### src/shared/ecc_calc_defs.svh
// Register offsets, field positions, reset values and sizes of the parity calculator
`ifndef ECC_CALC_DEFS_SVH
`define ECC_CALC_DEFS_SVH

// ****************************************************************
// Register indexes (byte address is four times the index)
// ****************************************************************
`define IDX_ECC_MODE_CONFIG      16'he628
`define IDX_ECC_RESTART_ACTION   16'he629
`define IDX_FIRST_ROW_HIGH       16'he62a
`define IDX_FIRST_ROW_LOW        16'he62b
`define IDX_FIRST_COL_ROW_TOP    16'he62c
`define IDX_SECOND_ROW_HIGH      16'he62d
`define IDX_SECOND_ROW_LOW       16'he62e
`define IDX_SECOND_COL           16'he62f

// ****************************************************************
// Field positions and reset values
// ****************************************************************
`define BLOCK_SIZE_SELECT_BIT    0
`define ECC_MODE_CONFIG_RESET    8'h00
`define RESULT_RESET             8'h00

// ****************************************************************
// Block geometry
// ****************************************************************
`define SMALL_BLOCK_ADDR_W       8
`define LARGE_BLOCK_ADDR_W       9
`define COL_PARITY_W             6

`endif

### src/shared/ecc_calc_pkg.sv
// Types shared by the parity calculator modules
package ecc_calc_pkg;

  typedef logic [7:0]  data_byte_t;
  typedef logic [31:0] bus_word_t;
  typedef logic [1:0]  htrans_t;
  typedef logic [2:0]  hsize_t;
  typedef logic [8:0]  byte_index_t;

  // Block size modes selected by block_size_select
  typedef enum logic {
    MODE_TWO_SMALL = 1'b0,
    MODE_ONE_LARGE = 1'b1
  } block_mode_t;

  localparam htrans_t HTRANS_NONSEQ = 2'h2;

endpackage : ecc_calc_pkg

### src/logic/flash_page_ecc_calculator.sv
// Page parity calculator with AHB-Lite register slave
//
// What this block does
// - Config bit 0 selects block size; rest zero
// - Any restart write clears running parity
// - First result byte holds row bits 15..8
// - Second result byte holds row bits 7..0
// - First set row bits 17..16 in byte bits 1..0 in large mode, zero in small mode
// - First set column parity in byte bits 7..2
// - Second set column bits 7..2, bits 1..0 zero
`timescale 1ns/1ns
`include "ecc_calc_defs.svh"
module flash_page_ecc_calculator
  import ecc_calc_pkg::*;
(
  input  wire logic                    hclk,
  input  wire logic                    hresetn,
  // AHB-Lite slave
  input  wire logic                    hsel,
  input  wire ecc_calc_pkg::bus_word_t haddr,
  input  wire ecc_calc_pkg::htrans_t   htrans,
  input  wire logic                    hwrite,
  input  wire ecc_calc_pkg::hsize_t    hsize,
  input  wire ecc_calc_pkg::bus_word_t hwdata,
  input  wire logic                    hready,
  output ecc_calc_pkg::bus_word_t      hrdata,
  output logic                         hreadyout,
  output logic                         hresp,
  // Byte stream to be protected
  input  wire logic                    byte_valid,
  input  wire ecc_calc_pkg::data_byte_t byte_data,
  output logic                         byte_ready
);

  // ****************************************************************
  // Declarations
  // ****************************************************************
  // Geometry and configuration reset image
  localparam int         SMALL_W   = `SMALL_BLOCK_ADDR_W;
  localparam int         LARGE_W   = `LARGE_BLOCK_ADDR_W;
  localparam logic [7:0] CFG_RESET = `ECC_MODE_CONFIG_RESET;

  // Bus address phase decode
  logic        addr_phase;
  logic [15:0] addr_index;
  logic        addr_in_range;
  logic        addr_aligned;
  logic        addr_word_ok;
  logic        read_req;
  logic        write_req;

  // Write held over to its data phase
  logic        wr_pending;
  logic [15:0] wr_index;
  logic        next_wr_pending;
  logic [15:0] next_wr_index;
  logic        cfg_write;

  // Configuration and restart
  logic        block_size_select;
  logic        next_block_size_select;
  logic        restart;

  // Read path
  bus_word_t   next_hrdata;
  logic [7:0]  read_byte;
  logic [7:0]  cfg_byte;
  logic [7:0]  first_byte_row_high;
  logic [7:0]  first_byte_row_low;
  logic [7:0]  first_byte_col_top;
  logic [7:0]  second_byte_row_high;
  logic [7:0]  second_byte_row_low;
  logic [7:0]  second_byte_col;

  // Byte stream and steering
  logic        fold;
  byte_index_t byte_index;
  logic        in_second_half;
  logic        fold_first;
  logic        fold_second;

  // Result sets
  logic [LARGE_W-1:0]       first_addr;
  logic [2*LARGE_W-1:0]     first_row;
  logic [`COL_PARITY_W-1:0] first_col;
  logic [2*SMALL_W-1:0]     second_row;
  logic [`COL_PARITY_W-1:0] second_col;
  logic [1:0]               first_row_top;
  block_mode_t              mode;

  // ****************************************************************
  // Bus address phase
  // ****************************************************************

  // Valid transfer seen; only aligned words decode
  // Upper bits must be zero so no alias reaches a register
  assign addr_phase    = hsel & htrans[1] & hready;
  assign addr_index    = haddr[17:2];
  assign addr_in_range = (haddr[31:18] == 14'h0000);
  assign addr_aligned  = (haddr[1:0] == 2'h0);
  assign addr_word_ok  = addr_in_range & addr_aligned;

  // Read and write requests; hsize ignored, every register is a word
  assign read_req  = addr_phase & ~hwrite;
  assign write_req = addr_phase & hwrite & addr_word_ok;

  // Bus never stalls and always answers OKAY
  // Zero wait states, so a read is captured at its address edge
  assign hreadyout = 1'b1;
  assign hresp     = 1'b0;

  // Stream side never stalls either
  assign byte_ready = 1'b1;

  // ****************************************************************
  // Bus data phase
  // ****************************************************************

  // Write request held over to its data phase
  always_comb begin
    next_wr_pending = 1'b0;
    next_wr_index   = wr_index;
    if (write_req) begin
      next_wr_pending = 1'b1;
      next_wr_index   = addr_index;
    end
  end

  // Pending write register
  always_ff @(posedge hclk or negedge hresetn) begin
    if (!hresetn) begin
      wr_pending <= 1'b0;
      wr_index   <= 16'h0000;
    end else begin
      wr_pending <= next_wr_pending;
      wr_index   <= next_wr_index;
    end
  end

  // ****************************************************************
  // Configuration and restart
  // ****************************************************************

  // Configuration write lands at the end of its data phase
  assign cfg_write = wr_pending & (wr_index == `IDX_ECC_MODE_CONFIG);

  // Only bit 0 is kept, other bits are not stored
  always_comb begin
    next_block_size_select = block_size_select;
    if (cfg_write) begin
      next_block_size_select = hwdata[`BLOCK_SIZE_SELECT_BIT];
    end
  end

  // Mode register; a change mid-block is not guarded
  always_ff @(posedge hclk or negedge hresetn) begin
    if (!hresetn) begin
      block_size_select <= CFG_RESET[`BLOCK_SIZE_SELECT_BIT];
    end else begin
      block_size_select <= next_block_size_select;
    end
  end

  // Mode as the enum the steering decodes
  assign mode = block_mode_t'(block_size_select);

  // Any data value written to the action register restarts
  // Restart wins over a byte folded at that same edge
  // Both result sets and the position counter clear together
  assign restart = wr_pending & (wr_index == `IDX_ECC_RESTART_ACTION);

  // ****************************************************************
  // Byte routing to the two result sets
  // ****************************************************************
  // Every valid byte is taken at once
  assign fold = byte_valid;

  // Byte position since the last restart
  block_position_counter #(
    .INDEX_W (LARGE_W)
  ) u_position (
    .hclk       (hclk),
    .hresetn    (hresetn),
    .clear      (restart),
    .fold       (fold),
    .byte_index (byte_index)
  );

  // Top position bit picks the half in small mode
  assign in_second_half = byte_index[LARGE_W-1];

  // Small mode splits at the half; large mode feeds set one only
  always_comb begin
    fold_first  = 1'b0;
    fold_second = 1'b0;
    first_addr  = byte_index;
    case (mode)
      MODE_ONE_LARGE: begin
        fold_first = fold;
        first_addr = byte_index;
      end
      MODE_TWO_SMALL: begin
        fold_first  = fold & ~in_second_half;
        fold_second = fold & in_second_half;
        first_addr  = {1'b0, byte_index[SMALL_W-1:0]};
      end
      default: begin
        fold_first  = 1'b0;
        fold_second = 1'b0;
      end
    endcase
  end

  // Set one: first half, or the whole large block
  parity_result_set #(
    .ADDR_W (LARGE_W)
  ) u_first_set (
    .hclk       (hclk),
    .hresetn    (hresetn),
    .clear      (restart),
    .fold       (fold_first),
    .byte_addr  (first_addr),
    .data       (byte_data),
    .row_parity (first_row),
    .col_parity (first_col)
  );

  // Set two: second half in small mode only
  parity_result_set #(
    .ADDR_W (SMALL_W)
  ) u_second_set (
    .hclk       (hclk),
    .hresetn    (hresetn),
    .clear      (restart),
    .fold       (fold_second),
    .byte_addr  (byte_index[SMALL_W-1:0]),
    .data       (byte_data),
    .row_parity (second_row),
    .col_parity (second_col)
  );

  // Top row bits only carry meaning for the large block
  // In small mode bit 16 still toggles inside the set, so mask it here
  assign first_row_top = (mode == MODE_ONE_LARGE) ? first_row[17:16] : 2'h0;

  // ****************************************************************
  // Register images
  // ****************************************************************

  // Each readable register as the byte software sees
  assign cfg_byte             = {7'h00, block_size_select};
  assign first_byte_row_high  = first_row[15:8];
  assign first_byte_row_low   = first_row[7:0];
  assign first_byte_col_top   = {first_col, first_row_top};
  assign second_byte_row_high = second_row[15:8];
  assign second_byte_row_low  = second_row[7:0];
  assign second_byte_col      = {second_col, 2'h0};

  // ****************************************************************
  // Read data
  // ****************************************************************

  // Result byte selection; unmapped and write-only read zero
  always_comb begin
    read_byte = 8'h00;
    if (addr_word_ok) begin
      // Decode only the registers of this block
      case (addr_index)
        `IDX_ECC_MODE_CONFIG:    read_byte = cfg_byte;
        `IDX_ECC_RESTART_ACTION: read_byte = 8'h00;
        `IDX_FIRST_ROW_HIGH:     read_byte = first_byte_row_high;
        `IDX_FIRST_ROW_LOW:      read_byte = first_byte_row_low;
        `IDX_FIRST_COL_ROW_TOP:  read_byte = first_byte_col_top;
        `IDX_SECOND_ROW_HIGH:    read_byte = second_byte_row_high;
        `IDX_SECOND_ROW_LOW:     read_byte = second_byte_row_low;
        `IDX_SECOND_COL:         read_byte = second_byte_col;
        default:                 read_byte = 8'h00;
      endcase
    end
  end

  // Read data captured at the address phase edge
  // Bytes folded during the data phase show on the next read
  always_comb begin
    next_hrdata = hrdata;
    if (read_req) begin
      next_hrdata = {24'h000000, read_byte};
    end
  end

  // Read data register
  always_ff @(posedge hclk or negedge hresetn) begin
    if (!hresetn) begin
      hrdata <= 32'h00000000;
    end else begin
      hrdata <= next_hrdata;
    end
  end

endmodule : flash_page_ecc_calculator

### src/logic/block_position_counter.sv
// Counts data bytes folded since the last restart
`timescale 1ns/1ns
module block_position_counter #(
  parameter int INDEX_W = 9
) (
  input  wire logic               hclk,
  input  wire logic               hresetn,
  input  wire logic               clear,
  input  wire logic               fold,
  output logic [INDEX_W-1:0]      byte_index
);

  logic [INDEX_W-1:0] next_byte_index;

  // Next position: restart wins, otherwise step on each byte and wrap
  always_comb begin
    next_byte_index = byte_index;
    if (clear) begin
      next_byte_index = '0;
    end else if (fold) begin
      next_byte_index = byte_index + INDEX_W'(1);
    end
  end

  // Position register
  always_ff @(posedge hclk or negedge hresetn) begin
    if (!hresetn) begin
      byte_index <= '0;
    end else begin
      byte_index <= next_byte_index;
    end
  end

endmodule : block_position_counter

### src/logic/parity_result_set.sv
// Running row and column parity for one result set
`timescale 1ns/1ns
`include "ecc_calc_defs.svh"
module parity_result_set #(
  parameter int ADDR_W = 8
) (
  input  wire logic                   hclk,
  input  wire logic                   hresetn,
  input  wire logic                   clear,
  input  wire logic                   fold,
  input  wire logic [ADDR_W-1:0]      byte_addr,
  input  wire logic [7:0]             data,
  output logic [2*ADDR_W-1:0]         row_parity,
  output logic [`COL_PARITY_W-1:0]    col_parity
);

  logic [2*ADDR_W-1:0]      next_row_parity;
  logic [2*ADDR_W-1:0]      row_term;
  logic [`COL_PARITY_W-1:0] next_col_parity;
  logic [`COL_PARITY_W-1:0] col_term;
  logic                     byte_parity;

  assign byte_parity = ^data;

  // Row terms: odd bit where address bit is one, even bit where zero
  genvar gi;
  generate
    for (gi = 0; gi < ADDR_W; gi++) begin : g_row
      assign row_term[2*gi+1] = byte_parity & byte_addr[gi];
      assign row_term[2*gi]   = byte_parity & ~byte_addr[gi];
    end
  endgenerate

  // Column terms over bit positions with bit j of position one or zero
  generate
    for (gi = 0; gi < 3; gi++) begin : g_col
      assign col_term[2*gi+1] = ^(data & (gi == 0 ? 8'haa : gi == 1 ? 8'hcc : 8'hf0));
      assign col_term[2*gi]   = ^(data & (gi == 0 ? 8'h55 : gi == 1 ? 8'h33 : 8'h0f));
    end
  endgenerate

  // Fold the byte in; restart clears and wins over a byte
  always_comb begin
    next_row_parity = row_parity;
    next_col_parity = col_parity;
    if (clear) begin
      next_row_parity = '0;
      next_col_parity = '0;
    end else if (fold) begin
      next_row_parity = row_parity ^ row_term;
      next_col_parity = col_parity ^ col_term;
    end
  end

  // Parity registers, zero after reset
  always_ff @(posedge hclk or negedge hresetn) begin
    if (!hresetn) begin
      row_parity <= '0;
      col_parity <= '0;
    end else begin
      row_parity <= next_row_parity;
      col_parity <= next_col_parity;
    end
  end

endmodule : parity_result_set

### config.mk
export PLATFORM = sky130hd
export DESIGN_NAME = flash_page_ecc_calculator
export DESIGN_NICKNAME = d
export VERILOG_FILES = /design/src/shared/ecc_calc_pkg.sv /design/src/logic/flash_page_ecc_calculator.sv /design/src/logic/block_position_counter.sv /design/src/logic/parity_result_set.sv
export VERILOG_INCLUDE_DIRS = /design/src /design/src/shared
export SDC_FILE = /design/constraint.sdc
export NUM_CORES = 1
export LEC_CHECK = 0
export BUFFER_PORTS_ARGS = -buffer_cell sky130_fd_sc_hd__buf_2
export CORE_MARGIN = 4
export CORE_UTILIZATION = 40
export CTS_BUF_LIST = sky130_fd_sc_hd__clkbuf_2
export DETAILED_ROUTE_END_ITERATION = 8
export GPL_TIMING_DRIVEN = 0
export MAX_ROUTING_LAYER = met4
export SYNTH_ARGS = -nofsm -noshare
export SYNTH_HDL_FRONTEND = slang
export SYNTH_SLANG_ARGS = --single-unit
### constraint.sdc
create_clock -name hclk -period 4.7 [get_ports hclk]
set_input_delay 0.47 -clock hclk [delete_from_list [all_inputs] [get_ports hclk]]
set_output_delay 0.47 -clock hclk [all_outputs]
set_load 0.005 [all_outputs]
* Word-level counts from Yosys, hierarchy flattened
Index checks and enable logic that the tools add are counted.
** Word-level totals
- Flip-flop bits (word level) :: 81
- Bits of input ports :: 83
- Output and inout bits :: 35
- Logic and storage cells :: 116
** Cells by class
- $add $sub $neg :: 1
- Eq/ne operators :: 9
- Mux-type cells :: 17
- Bitwise operators :: 68
- Reduce and logical (&&, ||, !) cells :: 12
** Operators with widths (count)
- 16-bit equality test, second input constant :: 9
- 8-bit one-hot mux with 7 select lines :: 1
- 8-bit parity :: 7
- 1-bit bitwise AND :: 44
- 18-bit 2-to-1 mux :: 2
- 16-bit 2-to-1 mux :: 2
- 6-bit 2-to-1 mux :: 4
- 1-bit NOT :: 20
- 9-bit 2-to-1 mux :: 2
- 9-bit one-hot mux with 2 select lines :: 1
- 18-bit XOR :: 1
- 16-bit XOR :: 1
- 14-bit zero test :: 1
- 6-bit XOR :: 2
- 9-bit by 1-bit adder with 9-bit output, second input constant :: 1
- 8-bit 2-to-1 mux :: 1
- 2-bit nonzero test :: 3
- 2-bit zero test :: 1
- 1-bit 2-to-1 mux :: 2
- 2-bit 2-to-1 mux :: 1
- 1-bit one-hot mux with 2 select lines :: 1

* Depth between registers and ports, before layout
Gate-level depths: netlist of the first run.
- Depth after elaboration :: 7
- Gate-level depth with buffers :: 7
- Gate-level depth less buffers :: 5

* Modules after synthesis
From an unflattened synthesis of the first run, not the netlist that was laid out.
** Unflattened totals
- Cells, all modules :: 465
- Area, all modules :: 4626.9 um^2
** By module, submodules not included
- flash_page_ecc_calculator :: times used 1, cells an instance 160, area an instance 1757.9 um^2, seq. area each 650.6 um^2
- parity_result_set at u_first_set :: times used 1, cells an instance 136, area an instance 1247.4 um^2, seq. area each 600.6 um^2
- parity_result_set at u_second_set :: times used 1, cells an instance 126, area an instance 1162.4 um^2, seq. area each 550.5 um^2
- block_position_counter :: times used 1, cells an instance 43, area an instance 459.2 um^2, seq. area each 225.2 um^2

* Worst setup path after synthesis of the first run
No wires, ideal clock.
- Path kind :: input -> register
- Start :: input port haddr[27]
- End :: register wr_index[13]
- Setup time :: 0.125 ns
- Arrival :: 1.897 ns
- Required time :: 4.575 ns
- Path slack :: 2.679 ns
- Cell stages on the path :: 5
- Buffers on the path :: 1
- Path through :: nor4_1 -> nand4_1 -> nor2_1 -> buf_2 -> mux2_2
** Between the ends
- Longest elaborated chain between the ends :: 3
** Ends and longest elaborated chain
- from (decl) :: line flash_page_ecc_calculator.sv:20 : input wire ecc_calc_pkg::bus_word_t haddr,
- 14-bit zero test :: line flash_page_ecc_calculator.sv:99 : assign addr_in_range = (haddr[31:18] == 14'h0000);
- 1-bit bitwise AND :: line flash_page_ecc_calculator.sv:101 : assign addr_word_ok = addr_in_range & addr_aligned;
- 1-bit bitwise AND :: line flash_page_ecc_calculator.sv:105 : assign write_req = addr_phase & hwrite & addr_word_ok;
- to (signal assigned) :: line flash_page_ecc_calculator.sv:136 : wr_index <= next_wr_index;
- to (decl) :: line flash_page_ecc_calculator.sv:54 : logic [15:0] wr_index;
No other way between the ends.
A chain may end at the register's enable or synchronous reset.

* Final worst setup path of the first run
- Start :: register wr_index[4]
- End :: register u_first_set.row_parity[14]
** Between the ends
- Longest elaborated chain between the ends :: 3
- Elaborated cells on any way between the ends :: 4
- Those cells by class :: eq/ne (1); mux (1); bitwise (1); reduce/logical (1)
** Ends and longest elaborated chain
- 16-bit equality test (no line) (*)
- 1-bit bitwise AND (*) :: line flash_page_ecc_calculator.sv:170 : assign restart = wr_pending & (wr_index == `IDX_ECC_RESTART_ACTION);
- 18-bit 2-to-1 mux / 2-bit nonzero test (equally long branches)
- to (signal assigned) :: line parity_result_set.sv:61 : row_parity <= next_row_parity;
- to (decl) :: line parity_result_set.sv:13 : output logic [2*ADDR_W-1:0] row_parity,
Every way passes the cells marked *; elsewhere a longest branch is shown, timed or not.

==> metrics.log, run 1 <==
[metrics] average footprint of a synthesized cell: 9.82 sq um
[metrics] TritonCTS Buffers: 9
[metrics] type of the tightest min-delay check: primary input to flop
[metrics] total inserted antenna cells: 0
[metrics] transition time at the pin with the least slew margin: 1.04 ns
[metrics] Peak VDD IR: 0.000168 V
[metrics] number of rows created at floorplan: 37
[metrics] pin count of the biggest net entering global routing: 58
[metrics] headroom to the max-slew limit: 0.302
[metrics] worst-case clock buffer depth: 2
[metrics] part of the total power dissipated in the clock network: 0.217
[metrics] number of pins exceeding their max-slew limit in the final report: 0
[metrics] vias post-DR: about 3800
[metrics] CP Cell Sequence: nor4b_1 > nand2_1 > nor3_1 > and2_1 > clkbuf_1 > buf_1 > a21oi_1
[metrics] clock latency of the later-clocked register in the worst-skew pair: about 0.55 ns
[metrics] internal power component: 1150 uW
[metrics] I/O Pins: roughly 120
[metrics] CTS tree: built
[metrics] maximum clock rate: 0.377 GHz
[metrics] run status: complete, no violations
[metrics] starting density of the core: 0.415
[metrics] FILL cells: roughly 1000
[metrics] Top delay family on crit path: buffers and inverters
[metrics] wire length of the first global-routing pass: ~19 mm
[metrics] Final setup viols: 0
[metrics] share of final-layout standard cells stronger than drive strength 1: 0.227
[metrics] placeable core region: roughly 10000 sq um
[metrics] switching power: roughly 700 uW
[metrics] Hold Fails Final Rpt: 0
[metrics] Die Height: roughly 110 um
[metrics] critical path required time: approximately 5 ns
[metrics] biggest cell delay along the critical path: 0.56 ns
[metrics] count of cell instances traversed by the critical path: 7
[metrics] proportion of synthesized area in mux cells: 0.0908
[metrics] switching share of total power: 0.377
[metrics] number of cells traversed by the worst hold path: 2
[metrics] input/output buffers: 53
[metrics] antenna violations before repair: 0
[metrics] area enclosed by the die boundary: 12600 sq um
[metrics] fin crit period: around 2.7 ns
[metrics] RSZ-0062 raised after global routing: no
[metrics] basic-gate share of the synthesized area counting and, or, nand and nor cells: 0.157
[metrics] antenna viol nets, final: 0
[metrics] share of power burned in combinational logic: 0.302
[metrics] number of DRC markers after the initial detailed-route iteration: about 330
[metrics] via density per instance: about 5.6
[metrics] Synth Instances: around 440
[metrics] remaining design rule violation count: 0
[metrics] capturing element type of the critical path: flop
[metrics] number of buffer and inverter instances along the worst setup path: 2
[metrics] data arrival time of the worst path: roughly 3 ns
[metrics] number of synthesis warnings: 0
[metrics] post-CTS clock slew at the launch and capture registers of the worst setup and hold paths: roughly 0.26 ns
[metrics] relative contribution of sequential cells to total power: 0.481
[metrics] aggregate routed wire length: about 12 mm
[metrics] horizontal die dimension: about 110 um
[metrics] number of global-route vias before repair: roughly 3700
[metrics] CTS root buf: sky130_fd_sc_hd__clkbuf_2
[metrics] flip-flop and latch count after synthesis: 81
[metrics] post-placement cell area: 4900 sq um
[metrics] Cell Pwr Density: approximately 370 nW/um^2
[metrics] area added between synthesis and finish: 15.9%
[metrics] clock skew after layout: between 0.03 and 0.04 ns
[metrics] mean routed wirelength per cell: 17.3 um
[metrics] leakage power: approximately 0.0023 uW
[metrics] Setup TNS: 0 ns
[metrics] synthesized-area fraction occupied by adder cells: 0.00288
[metrics] 1st-pass router iterations: 5
[metrics] post-synth cell types: 35
[metrics] Post-Synth XOR/XNOR Area: 0.0464
[metrics] total clock sinks: between 80 and 90
[metrics] GPL Wtd Cong: 0.830
[metrics] CP max FO: 10
[metrics] cell area after synthesis: ~4300 sq um
[metrics] category of the most critical setup path: flop to flop
[metrics] Finished Cell Area: between 5000 and 6000 sq um
[metrics] combinational family with the most area after synthesis: simple AND/OR/NAND/NOR gates
[metrics] number of cell instances on the worst register-to-register path: 7
[metrics] portion of the post-synthesis area used by sequential elements: 0.467
[metrics] remaining global-route overflow: 0
[metrics] worst-path cell with the longest stage delay: sky130_fd_sc_hd__buf_1
[metrics] DP HPWL: 8.40 mm
[metrics] GR Util All Layers: 0.194
[metrics] # H-tree levels: 3
[metrics] Final #Nets: 617
[metrics] Critical Path Start Type: flop
[metrics] area fraction in compound gates after synthesis: 0.154
[metrics] part of the cycle the worst path needs: 0.565
[metrics] number of max-capacitance violations reported: 0
-- worst register-to-register path: stages, from the launching register on --
cell                       delay (ns)
sky130_fd_sc_hd__dfrtp_1         0.45
sky130_fd_sc_hd__nor4b_1         0.31
sky130_fd_sc_hd__nand2_1         0.09
sky130_fd_sc_hd__nor3_1          0.36
sky130_fd_sc_hd__and2_1          0.18
sky130_fd_sc_hd__clkbuf_1        0.45
sky130_fd_sc_hd__buf_1           0.57
sky130_fd_sc_hd__a21oi_1         0.09
-- power by group through the flow --
stage	Combinational (uW)	Clock [uW]	Sequential [uW]
after detailed placement	552	0	901
after global placement	527	0	893
after global routing	621	438	904
after floorplan	381	0	872
after CTS	553	405	886
final	558	401	890
-- synthesized netlist by cell type (all sizes together) --
cell,count,area (sq um)
o31ai,16,120
a2bb2oi,6,52.6
or3,30,188
a22oi,1,7.51
mux2i,9,90.1
nor3,2,10.0
a31o,1,8.76
nor4bb,2,20.0
o21ai,45,225
dfrtp,81,2030
nand2,32,120
nor2,13,48.8
o211ai,1,7.51
nand3,6,30.0
ha,1,12.5
conb,2,7.51
inv,5,18.8
and3,4,25.0
and2,1,6.26
nand4,6,37.5
mux4,6,135
a21oi,49,245
nand4b,4,35.0
or4,16,120
xnor2,17,149
buf,33,229
mux2,15,169
nor4b,2,17.5
nor4,4,25.0
xor2,6,52.6
clkbuf,26,98.8
-- layout make-up --
type                            instances  area [sq um]  area share
Buffer                                 59           328      0.0652
Clock buffer                            9          45.0     0.00896
Clock inverter                          7          76.3      0.0152
Inverter                                5          18.8     0.00373
Multi-Input combinational cell        322          2060       0.409
Sequential cell                        81          2030       0.403
Tap cell                              136           170      0.0338
Timing Repair Buffer                   55           305      0.0607
-- cells in the final DEF, fill, tap and decap left out, types with 17 or more instances in the layout --
cell type and n:
sky130_fd_sc_hd__buf_4 28, sky130_fd_sc_hd__nand2_1 32, sky130_fd_sc_hd__conb_1 27, sky130_fd_sc_hd__o21ai_0 44, sky130_fd_sc_hd__a21oi_1 49, sky130_fd_sc_hd__clkbuf_1 25, sky130_fd_sc_hd__or3_1 30, sky130_fd_sc_hd__dfrtp_1 81
sky130_fd_sc_hd__xnor2_1 17, sky130_fd_sc_hd__buf_2 55
-- path summary, 6_finish.rpt --
check                                        start                                     end  slack [ns]
max                        wr_index[4]$_DFFE_PN0P_  u_first_set.row_parity[14]$_DFFE_PN0P_        2.05
min                                      haddr[11]                 wr_index[9]$_DFFE_PN0P_        0.14
max reg2reg                wr_index[4]$_DFFE_PN0P_  u_first_set.row_parity[14]$_DFFE_PN0P_        2.05
min reg2reg                  hrdata[7]$_DFFE_PN0P_                   hrdata[7]$_DFFE_PN0P_        0.52
max in group asynchronous                  hresetn  u_first_set.row_parity[14]$_DFFE_PN0P_        3.75
min in group asynchronous                  hresetn  u_second_set.col_parity[3]$_DFFE_PN0P_        0.33
-- registers in the layout (all words and copies together), names as in the netlist, 6 cells and up --
name / cells
wr_index: 16
u_second_set.row_parity: 16
u_second_set.col_parity: 6
u_first_set.row_parity: 18
u_first_set.col_parity: 6
hrdata: 8
u_position.byte_index: 9
-- kinds of logic (layout without fill, tap and decap cells) --
kind of cell / count (synthesis) / count (layout)
AO/OA/AOI/OAI: 119 / 119
XOR/XNOR: 23 / 23
adder cells (fa/ha/maj): 1 / 1
AND/OR/NAND/NOR: 122 / 122
other: 2 / 27
multiplexers: 30 / 30
flip-flops: 81 / 81
buffers and inverters: 64 / 135
-- through the flow --
stage          setup WS, ns  power, uW  utilization  hold slack (ns)  std cells
6_report               2.05       1850        0.481            0.136        674
5_1_grt                1.65       1960        0.481           0.0715        674
4_1_cts                1.99       1850        0.481            0.100        674
3_5_place_dp           2.03       1450        0.468            0.412        657
3_3_place_gp           2.07       1420        0.465            0.468        656
2_1_floorplan          2.68       1250            -            0.174        467
-- routing by layer --
metal,part of all wire,up-vias,GRT usage
met4,0.010,0,0.0489
met3,0.069,9,0.0399
li1,-,1736,-
met1,0.44,1869,0.253
met2,0.49,142,0.312
met5,0,-,-
-- timing repair --
action / 4_1_cts / 5_1_grt
hold buffers: 1 / 0
endpoints found under the hold margin: 24 / 0
buffers inserted: 0 / 0
resized for setup: 0 / 0
Power figures use the tool's default switching activity.
==> run 2, diff against run 1 <==
==> constraint.sdc (replaced) <==
create_clock -name hclk -period 2.6 [get_ports hclk]
set_input_delay 0.26 -clock hclk [delete_from_list [all_inputs] [get_ports hclk]]
set_output_delay 0.26 -clock hclk [all_outputs]
set_load 0.005 [all_outputs]
==> run 2 against run 1 <==
  * Critical endpoint is now u_second_set.row_parity[13]$_DFFE_PN0P_
  * Clock skew rose by 0.0033 ns
  * Via count increased by 1.1%
  * Fmax up 23%
  * Register-to-register slack lost 1.6 ns
==> metrics.log, run 2 (synthesis gave the netlist of run 1 again) <==
[metrics] run status: complete, no violations
[metrics] most common library cell in the layout ignoring fill and taps: sky130_fd_sc_hd__dfrtp_1
[metrics] input/output buffers: 53
[metrics] wire length of the first global-routing pass: roughly 19 mm
[metrics] type of the tightest min-delay check: primary input to flop
[metrics] Peak VDD IR: around 0.00030 V
[metrics] worst reg2reg path startpoint: u_position.byte_index[8]$_DFFE_PN0P_
[metrics] part of the cycle the worst path needs: 0.827
[metrics] fin crit period: around 2.2 ns
[metrics] worst-case clock buffer depth: 2
[metrics] max FFs per register: 18
[metrics] remaining design rule violation count: 0
[metrics] register ranked first by flip-flop count: u_first_set.row_parity
[metrics] Top delay family on crit path: simple AND/OR/NAND/NOR gates
[metrics] Final setup viols: 0
[metrics] antenna viol nets, final: 0
[metrics] RSZ-0062 raised after global routing: no
[metrics] transition time at the pin with the least slew margin: 1.06 ns
[metrics] switching share of total power: 0.374
[metrics] biggest cell delay along the critical path: 0.86 ns
[metrics] mean routed wirelength per cell: 17.1 um
[metrics] switching power: about 1300 uW
[metrics] Critical Path Start Type: flop
[metrics] GR Util All Layers: 0.198
[metrics] worst-path cell with the longest stage delay: sky130_fd_sc_hd__nor3_1
[metrics] Fin Hold WS: about 0.083 ns
[metrics] placeable core region: ~10000 sq um
[metrics] GPL Wtd Cong: 0.830
[metrics] part of the total power dissipated in the clock network: 0.214
[metrics] number of global-route vias before repair: about 3800
[metrics] total clock sinks: between 80 and 90
[metrics] Finished Cell Area: between 5000 and 6000 sq um
[metrics] Place WS: -0.0657 ns
[metrics] remaining global-route overflow: 0
[metrics] leakage power: about 0.0023 uW
[metrics] post-CTS setup-driven buffer insertion count: 0
[metrics] internal power component: ~2100 uW
[metrics] Hold Fails Final Rpt: 0
[metrics] clock latency of the later-clocked register in the worst-skew pair: about 0.54 ns
[metrics] core occupancy in the finished layout: 0.494
[metrics] area enclosed by the die boundary: between 10000 and 15000 sq um
[metrics] FILL cells: roughly 1000
[metrics] 1st-pass router iterations: 5
[metrics] launch instance of the worst min-delay path: byte_valid
[metrics] critical path required time: roughly 3.1 ns
[metrics] CTS tree: built
[metrics] category of the most critical setup path: flop to flop
[metrics] headroom to the max-slew limit: 0.285
[metrics] area added between synthesis and finish: 19.2%
[metrics] post-placement cell area: a little under 5000 sq um
[metrics] horizontal die dimension: ~110 um
[metrics] CP max FO: 8
[metrics] post-CTS clock slew at the launch and capture registers of the worst setup and hold paths: approximately 0.24 ns
[metrics] number of buffer and inverter instances along the worst setup path: 1
[metrics] vias post-DR: 3796
[metrics] final setup slack of the worst path: 0.450 ns
[metrics] Cell Pwr Density: about 650 nW/um^2
[metrics] Die Height: about 110 um
[metrics] Total Power Consumption: roughly 3300 uW
[metrics] commonest cells after routing, fill and taps aside: 81 x sky130_fd_sc_hd__dfrtp_1, 57 x sky130_fd_sc_hd__buf_2, 49 x sky130_fd_sc_hd__a21oi_1
[metrics] number of rows created at floorplan: 37
[metrics] aggregate routed wire length: 11.7 mm
[metrics] relative contribution of sequential cells to total power: 0.480
[metrics] antenna violations before repair: 0
[metrics] number of max-capacitance violations reported: 0
[metrics] number of pins exceeding their max-slew limit in the final report: 0
[metrics] share of power burned in combinational logic: 0.306
[metrics] starting density of the core: 0.415
[metrics] DP HPWL: 8.40 mm
[metrics] data arrival time of the worst path: 2.62 ns
[metrics] CTS root buf: sky130_fd_sc_hd__clkbuf_2
[metrics] via density per instance: between 5 and 6
[metrics] Final #Nets: between 600 and 700
[metrics] maximum clock rate: roughly 0.47 GHz
[metrics] clock skew after layout: ~0.042 ns
[metrics] pin count of the biggest net entering global routing: just under 60
[metrics] Critical Path Source: u_position.byte_index[8]$_DFFE_PN0P_
[metrics] share of final-layout standard cells stronger than drive strength 1: 0.232
[metrics] capturing element type of the critical path: flop
[metrics] TritonCTS Buffers: 9
[metrics] largest registers: u_first_set.row_parity (18), u_second_set.row_parity (16), wr_index (16)
[metrics] # H-tree levels: 3
[metrics] CP Cell Sequence: inv_1 > nor3_1 > nand2_1 > or3_1 > a21oi_1
[metrics] number of DRC markers after the initial detailed-route iteration: roughly 350
[metrics] total inserted antenna cells: 0
[metrics] I/O Pins: between 100 and 150
run 2: power groups by stage:
stage	clock network [uW]	logic [uW]	registers [uW]
finish	715	1020	1610
global route	793	1140	1630
CTS	733	1020	1600
detailed placement	0	997	1630
global placement	0	952	1610
floorplan	0	689	1580
run 2: per-stage QoR:
step / instances / TNS, ns
6_report: 687 / 0
2_1_floorplan: 467 / 0
4_1_cts: 688 / 0
3_5_place_dp: 657 / -0.517
5_1_grt: 687 / 0
3_3_place_gp: 656 / -0.193
run 2: worst paths after layout:
kind	cells past startpoint	end	slack, ns
max	5	u_second_set.row_parity[13]$_DFFE_PN0P_	0.45
min	3	u_position.byte_index[0]$_DFFE_PN0P_	0.08
max reg2reg	5	u_second_set.row_parity[13]$_DFFE_PN0P_	0.45
min reg2reg	2	hrdata[7]$_DFFE_PN0P_	0.52
max in group asynchronous	3	u_first_set.row_parity[14]$_DFFE_PN0P_	1.84
min in group asynchronous	2	u_second_set.col_parity[3]$_DFFE_PN0P_	0.13
run 2: cell type report:
class,count,area [sq um],area share
tap,136,170,0.0329
clock inverter,7,76.3,0.0148
multi-input combinational,322,2060,0.398
inverter,5,18.8,0.00363
timing repair buffer,69,445,0.0861
clock buffer,9,45.0,0.00871
buffer,58,330,0.0638
sequential,81,2030,0.392
run 2: routing by layer:
metal  track usage  share of wire  vias to the layer above
met5             -              0                        -
li1              -              -                     1766
met2         0.322           0.48                      143
met4        0.0481          0.013                        0
met1         0.255           0.44                     1872
met3        0.0394          0.067                       15
run 2: worst reg2reg max path, stage by stage (launching register included):
cell and delay, ns:
sky130_fd_sc_hd__dfrtp_1 0.45, sky130_fd_sc_hd__inv_1 0.11, sky130_fd_sc_hd__nor3_1 0.86, sky130_fd_sc_hd__nand2_1 0.17, sky130_fd_sc_hd__or3_1 0.35, sky130_fd_sc_hd__a21oi_1 0.15
run 2: what timing repair did:
action,4_1_cts,5_1_grt
hold endpoints to repair,95,0
resized for setup,3,5
setup endpoints to repair,16,50
hold buffers,15,0
